$ cat config.mk
export PLATFORM = sky130hd
export DESIGN_NAME = scr_top
export DESIGN_NICKNAME = d
export VERILOG_FILES = /design/src/include/scr_pkg.sv /design/src/include/scr_sync_if.sv /design/src/hw/scr_top.sv /design/src/hw/scr_sync.sv
export SDC_FILE = /design/constraint.sdc
export NUM_CORES = 1
export LEC_CHECK = 0
export BUFFER_PORTS_ARGS = -buffer_cell sky130_fd_sc_hd__buf_2
export CORE_UTILIZATION = 50
export DETAILED_ROUTE_END_ITERATION = 10
export PLACE_DENSITY = 0.68
export RECOVER_POWER = 25
export SYNTH_ARGS = -nofsm -noshare
export SYNTH_HDL_FRONTEND = slang
export SYNTH_SLANG_ARGS = --single-unit
$ cat constraint.sdc
create_clock -name clk -period 4.1 [get_ports clk]
set_clock_uncertainty 0.05 [all_clocks]
set_input_delay 0.82 -clock clk [delete_from_list [all_inputs] [get_ports clk]]
set_output_delay 0.82 -clock clk [all_outputs]
set_load 0.02 [all_outputs]
$ cat src/include/scr_pkg.sv
// Package: constants for the conversion control and serial readout block
package scr_pkg;
  localparam int RESULT_W = 20;
  localparam int CLK_PERIOD_PS = 4000;
  // Times in their own units
  localparam int ACQ_START_NS = 675;
  localparam int CONV_MAX_NS = 3000;
  localparam int POR_WAIT_US = 200;
  // Cycle counts at the 250 MHz clock
  localparam int ACQ_START_CYC = (ACQ_START_NS * 1000) / CLK_PERIOD_PS;
  localparam int CONV_MAX_CYC = (CONV_MAX_NS * 1000) / CLK_PERIOD_PS;
  localparam int POR_WAIT_CYC = (POR_WAIT_US * 1000000) / CLK_PERIOD_PS;
  localparam int CNT_W = 16;
  localparam logic [RESULT_W-1:0] RESULT_RST = 20'h0_0000;
  typedef enum logic [2:0]
  {
    SCR_OFF = 3'b001,
    SCR_CONV = 3'b010,
    SCR_DOWN = 3'b100
  } scr_state_t;
endpackage

$ cat src/include/scr_sync_if.sv
// Interface: synchronised pin levels passed from the synchroniser
`timescale 1ns/1ps
interface scr_sync_if;
  logic trig;
  logic sck;
  logic rsel;
  logic chain;
  logic chain_in;
  modport src (output trig, sck, rsel, chain, chain_in);
  modport dst (input trig, sck, rsel, chain, chain_in);
endinterface

$ cat src/hw/scr_top.sv
// Conversion sequencer and serial result shifter
`timescale 1ns/1ps
module scr_top
  import scr_pkg::*;
#(
  parameter int CONV_CYC = scr_pkg::CONV_MAX_CYC,
  parameter int ACQ_CYC = scr_pkg::ACQ_START_CYC,
  parameter int POR_CYC = scr_pkg::POR_WAIT_CYC
)
(
  // Clock and power-on reset
  input wire logic clk,
  input wire logic rst_n,
  // Conversion control pins
  input wire logic conversion_trigger,
  output logic busy,
  output logic acquiring,
  output logic powered_down,
  output logic por_ready,
  // Analog core result
  input wire logic [scr_pkg::RESULT_W-1:0] core_result,
  // Serial port pins
  input wire logic sck,
  input wire logic read_select_or_chain_input,
  input wire logic chain_select,
  output logic sdo_o,
  output logic sdo_oe
);
  import scr_pkg::*;

  // Overview of the cycle flow
  // Pins cross into the clock domain through two flops each.
  // Edges are found one cycle later against a delayed copy.
  // A trigger rise is therefore acted on three clocks after the pin.
  // Busy rises on the clock after the edge is seen.
  // Busy then stands for exactly CONV_CYC clocks, never shorter.
  // Fixed length keeps the worst case inside the conversion budget.
  // Trade-off: no early finish, so throughput is set by the limit.
  // The last busy cycle loads the result and presents its top bit.
  // Busy falls on the same edge that makes the top bit visible.
  // Serial clock rises are ignored while busy is high.
  // A serial clock rise with the output released shifts nothing.
  // Each accepted rise moves the next lower bit onto the output.
  // Chain input fills the word from below in chain mode.
  // In normal mode zeros fill from below instead.
  // After twenty rises the word is spent and only fill bits remain.
  // Serial clock phases must each last at least two clocks.
  // Shorter phases can be missed by the edge detector.
  // Limitation: serial clock limited to a quarter of the system clock.
  // Acquiring goes high ACQ_CYC clocks into a conversion.
  // Acquiring stays high through the whole power-down period.
  // The power-on timer only reports readiness, it gates nothing.
  // Early triggers still start conversions, with untrusted results.

  // Refuse timing values the counters cannot serve
  if (CONV_CYC < 2 || CONV_CYC > CONV_MAX_CYC || ACQ_CYC < 1 ||
      ACQ_CYC >= CONV_CYC || POR_CYC < 1 || POR_CYC > 65535)
  begin : g_bad_timing
    $error("scr_top: bad timing parameters");
  end

  scr_sync_if s ();
  scr_sync u_sync
  (
    .clk(clk),
    .rst_n(rst_n),
    .pins({read_select_or_chain_input, chain_select,
           read_select_or_chain_input, sck, conversion_trigger}),
    .q(s)
  );

  scr_state_t state_ff, nxt_state;
  logic [CNT_W-1:0] cnt_ff, nxt_cnt;
  logic [CNT_W-1:0] por_ff;
  logic trig_d_ff, sck_d_ff;
  logic [RESULT_W-1:0] shift_ff, nxt_shift;
  logic sdo_ff, nxt_sdo;

  // Edge detection on synchronised levels
  wire trig_rise = s.trig & ~trig_d_ff;
  wire sck_rise = s.sck & ~sck_d_ff;
  wire conv_done = (state_ff == SCR_CONV) &&
                   (cnt_ff == CNT_W'(CONV_CYC - 1));
  // Chain mode keeps SDO on; normal mode follows read select
  wire sdo_en = s.chain | ~s.rsel;
  wire por_done = (por_ff == CNT_W'(POR_CYC));

  // Sequencer next state
  always_comb
  begin
    nxt_state = state_ff;
    nxt_cnt = cnt_ff;
    case (state_ff)
      SCR_OFF:
      begin
        if (trig_rise)
        begin
          nxt_state = SCR_CONV;
          nxt_cnt = '0;
        end
      end
      SCR_CONV:
      begin
        // Triggers not looked at here, so no restart
        if (conv_done)
          nxt_state = SCR_DOWN;
        else
          nxt_cnt = cnt_ff + CNT_W'(1);
      end
      SCR_DOWN:
      begin
        if (trig_rise)
        begin
          nxt_state = SCR_CONV;
          nxt_cnt = '0;
        end
      end
      default:
      begin
        nxt_state = SCR_OFF;
        nxt_cnt = '0;
      end
    endcase
  end

  // Shift register: load at conversion end, shift on SCK rise
  always_comb
  begin
    nxt_shift = shift_ff;
    nxt_sdo = sdo_ff;
    if (conv_done)
    begin
      nxt_shift = core_result;
      nxt_sdo = core_result[RESULT_W-1];
    end
    else if (sck_rise && sdo_en && state_ff != SCR_CONV)
    begin
      // Chain input fills from below, so data follows after 20 bits
      nxt_shift = {shift_ff[RESULT_W-2:0], s.chain & s.chain_in};
      nxt_sdo = shift_ff[RESULT_W-2];
    end
  end

  // State and counters
  always_ff @(posedge clk or negedge rst_n)
  begin
    if (!rst_n)
    begin
      state_ff <= SCR_OFF;
      cnt_ff <= '0;
      trig_d_ff <= 1'b0;
      sck_d_ff <= 1'b0;
    end
    else
    begin
      state_ff <= nxt_state;
      cnt_ff <= nxt_cnt;
      trig_d_ff <= s.trig;
      sck_d_ff <= s.sck;
    end
  end

  // Result storage and output bit
  always_ff @(posedge clk or negedge rst_n)
  begin
    if (!rst_n)
    begin
      shift_ff <= RESULT_RST;
      sdo_ff <= 1'b0;
    end
    else
    begin
      shift_ff <= nxt_shift;
      sdo_ff <= nxt_sdo;
    end
  end

  // Reinitialisation timer after power-on reset; ready is advisory only
  always_ff @(posedge clk or negedge rst_n)
  begin
    if (!rst_n)
      por_ff <= '0;
    else if (!por_done)
      por_ff <= por_ff + CNT_W'(1);
  end

  // Status outputs
  assign busy = (state_ff == SCR_CONV);
  assign acquiring = (state_ff != SCR_CONV) ||
                     (cnt_ff >= CNT_W'(ACQ_CYC));
  assign powered_down = (state_ff != SCR_CONV);
  assign por_ready = por_done;
  assign sdo_o = sdo_ff;
  assign sdo_oe = sdo_en;
endmodule

$ cat src/hw/scr_sync.sv
// Two-flop synchronisers for every pin input
`timescale 1ns/1ps
module scr_sync
(
  // Clock and reset
  input wire logic clk,
  input wire logic rst_n,
  // Raw pins
  input wire logic [4:0] pins,
  // Synchronised levels
  scr_sync_if.src q
);
  logic [4:0] meta_ff;
  logic [4:0] sync_ff;
  // First stage read only by second stage
  always_ff @(posedge clk or negedge rst_n)
  begin
    if (!rst_n)
    begin
      meta_ff <= 5'h00;
      sync_ff <= 5'h00;
    end
    else
    begin
      meta_ff <= pins;
      sync_ff <= meta_ff;
    end
  end
  assign q.trig = sync_ff[0];
  assign q.sck = sync_ff[1];
  assign q.rsel = sync_ff[2];
  assign q.chain = sync_ff[3];
  assign q.chain_in = sync_ff[4];
endmodule

==> impl_results.md <==
- Status: complete, no violations
- Synth cell count leaders: dfrtp_1 (64), and3_1 (23), a221o_1 (20), nand2_1 (15), nor3_1 (12)
- Cts repair resizes: 0
- Final Slew Violations: 0
- R2R depth: 5
- Clock Latency Late Sink: 0.33 ns
- CTS Hold Buffers Added: 0
- Layout cell share with drive strength beyond 1: 19.8%
- Cell taking the most area after synthesis: dfrtp_1
- Crit-path max FO: 4
- DRC viols: 0
- RSZ-0062 raised after global routing: no
- Seq cells post-synth: 65
- CTS buffer count: 9
- Final nets: 339
- Antenna viol nets, final: 0
- PwrDens: 441 mW/mm^2
- Die area: 0.00653 sq mm
- Clock Pin Slew Worst Setup and Hold Paths: 0.07 ns
- Synth unique cells: 51
- Post-synthesis sequential area ratio: 52.4%
- DRT Pass-1 Iters: 4
- Syn Std Cell Area: 0.00311 sq mm
- RR Startpoint: state_ff[0]$_DFFE_PN1P_
- Final hold viol count: 0
- Initial Util: 52.2%
- Root Driver: clkbuf_8
- FF-to-FF End: shift_ff[14]$_DFFE_PN0P_
- Routed wire length per instance: 15.7 microns
- Level count of the clock H-tree: 3
- FF-to-FF setup slack: 1.59 ns
- Die W: 80.8 microns
- Max-Cap Viols: 0
- Die Span Y: 80.8 microns
- Initial drt markers: 153
- WL final: 6080 microns
- Most common cell in the synthesized netlist: dfrtp_1
- Hold Path Class: reg -> reg
- Area growth, synth to finish: 12.7%
- Post-Place Worst Slack: 1.56 ns
- Hold path cells: 0
- Gr usage total: 20.5%
- IO Pins: 32
- Pleak: 0.00161 uW
- Synth Area per Inst: 11.2 sq um
- Core outline area: 0.00596 sq mm
- Fillers: 530
- Tmin final: 2.86 ns
- Initial antenna violation count: 0
- Via count: 2312
- Hold EP: u_sync.sync_ff[0]$_DFF_PN0_
- Avg Vias per Cell: 5.96
- Top FF cell, synth: dfrtp_1
- Worst-Margin Slew: 1.28 ns
- Post-Synthesis Cells: 278
- Arrival @ worst endpoint: 1.99 ns
- Final setup viols: 0
- HP Start: u_sync.meta_ff[0]$_DFF_PN0_
- Largest net degree at the start of global routing: 43
- YS warnings: 0
- CTS tree: yes
- Row cnt: 28
- Req. time, crit path: 3.23 ns
- Vias in the first global route: 2088
- Critical path class: reg -> out
- ANT cells: 0
- Clk buf depth: 2
- Peak VDD IR: 263 uV
- F_max: 0.349 GHz
- Clock sink total: 65
- HPWL after DPL: 4090 microns
- Rel. slew slack: 14.3%
- Synth async-reset ratio: 100%
- CP endpoint kind: primary output
- Area contributors post-synth: dfrtp_1 (52%), a221o_1 (6.4%), and3_1 (4.6%)
- Final Worst Setup Slack: 1.24 ns
- Final TNS setup: 0 ns
- Crit share post-route: 69.9%
- Total gr overflow: 0
- Routability cong.: 0.814
- Synth top area share: 51.6%
- Mapped Nets: 309
- Setup repair bufs after CTS: 0
- Startpoint Class: register
- Post-synth EDFFs: 0
- First-pass GRT wire length: 10100 microns
- Port Buffers: 31
-- cell usage in the layout, fill, tap and decap left out, types with 3 or more instances in the layout --
master      n
o22a_1      8
buf_2      30
and3_1     23
a2bb2oi_1   4
nand3_1    10
dfrtp_1    64
a21oi_1     3
buf_4       5
xor2_1      7
or3_1       3
a221o_1    20
clkbuf_8   10
nor2_1      8
nand4_1     7
nand2_1    15
a21boi_0    4
or4_1       3
nor3_1     12
nand3b_1    3
nor4_1      5
o21ai_0     8
xnor2_1     9
inv_1       8
a31oi_1     3
ha_1        5
-- worst max-delay path by stage --
stage / from / endpoint / slack, ns
2_1_floorplan: cnt_ff[11]$_DFFE_PN0P_ / acquiring / 1.62
3_3_place_gp: por_ff[2]$_DFFE_PN0N_ / por_ready / 1.60
3_5_place_dp: por_ff[0]$_DFFE_PN0N_ / por_ready / 1.56
4_1_cts: por_ff[0]$_DFFE_PN0N_ / por_ready / 1.20
5_1_grt: por_ff[2]$_DFFE_PN0N_ / por_ready / 1.11
6_report: por_ff[0]$_DFFE_PN0N_ / por_ready / 1.24
-- where the power goes --
group / internal, uW / switching (uW)
clock network: 297 / 240
logic: 104 / 151
registers: 704 / 47.0
-- cell families (layout without fill, tap and decap cells) --
family	Yosys count	after routing	synth area share, %
AND/OR/NAND/NOR	107	107	21.0
flip-flops	65	65	52.4
AO/OA/AOI/OAI	57	57	15.1
buffers and inverters	25	60	3.79
XOR/XNOR	16	16	4.51
adder cells (fa/ha/maj)	5	5	2.01
multiplexers	3	3	1.17
-- metal layers --
metal  track usage [%]  wire length (microns)  up-vias
met5                 0                      0        -
met4              8.93                     76        0
met3              4.94                    321        8
met2              29.9                   2630       69
met1              29.0                   3050     1124
li1                  -                      -     1111
-- critical path: stages, from the launching register on --
cell and delay (ns):
dfrtp_1 0.42, inv_1 0.07, ha_1 0.13, or4bb_1 0.40, nor4_2 0.39, buf_2 0.24
-- metrics by stage --
| stage | std cells | cell area (sq um) | power (uW) | hold slack, ns | util (%) |
|---|---|---|---|---|---|
| 2_1_floorplan | 278 | 3110 | 940 | 0.281 | - |
| 5_1_grt | 388 | 3500 | 1620 | 0.306 | 58.8 |
| 4_1_cts | 388 | 3500 | 1560 | 0.301 | 58.8 |
| 3_3_place_gp | 372 | 3310 | 1020 | 0.283 | 55.5 |
| 3_5_place_dp | 372 | 3310 | 1020 | 0.285 | 55.5 |
| 6_report | 388 | 3500 | 1540 | 0.299 | 58.8 |
-- layout make-up --
class	count	area (sq um)	area share (%)
clock buffers	11	141	4.04
clock inverters	5	56.3	1.61
inverters	8	30.0	0.857
multi-input cells	188	1360	38.9
flip-flops and latches	65	1630	46.5
well taps	75	93.8	2.68
repair buffers	36	191	5.47
-- registers in the layout, summed over array words and instances (netlist names), 3 cells and up --
signal	count
cnt_ff	16
por_ff	16
shift_ff	19
state_ff	3
u_sync.meta_ff	4
u_sync.sync_ff	4
Power figures use the tool's default switching activity.
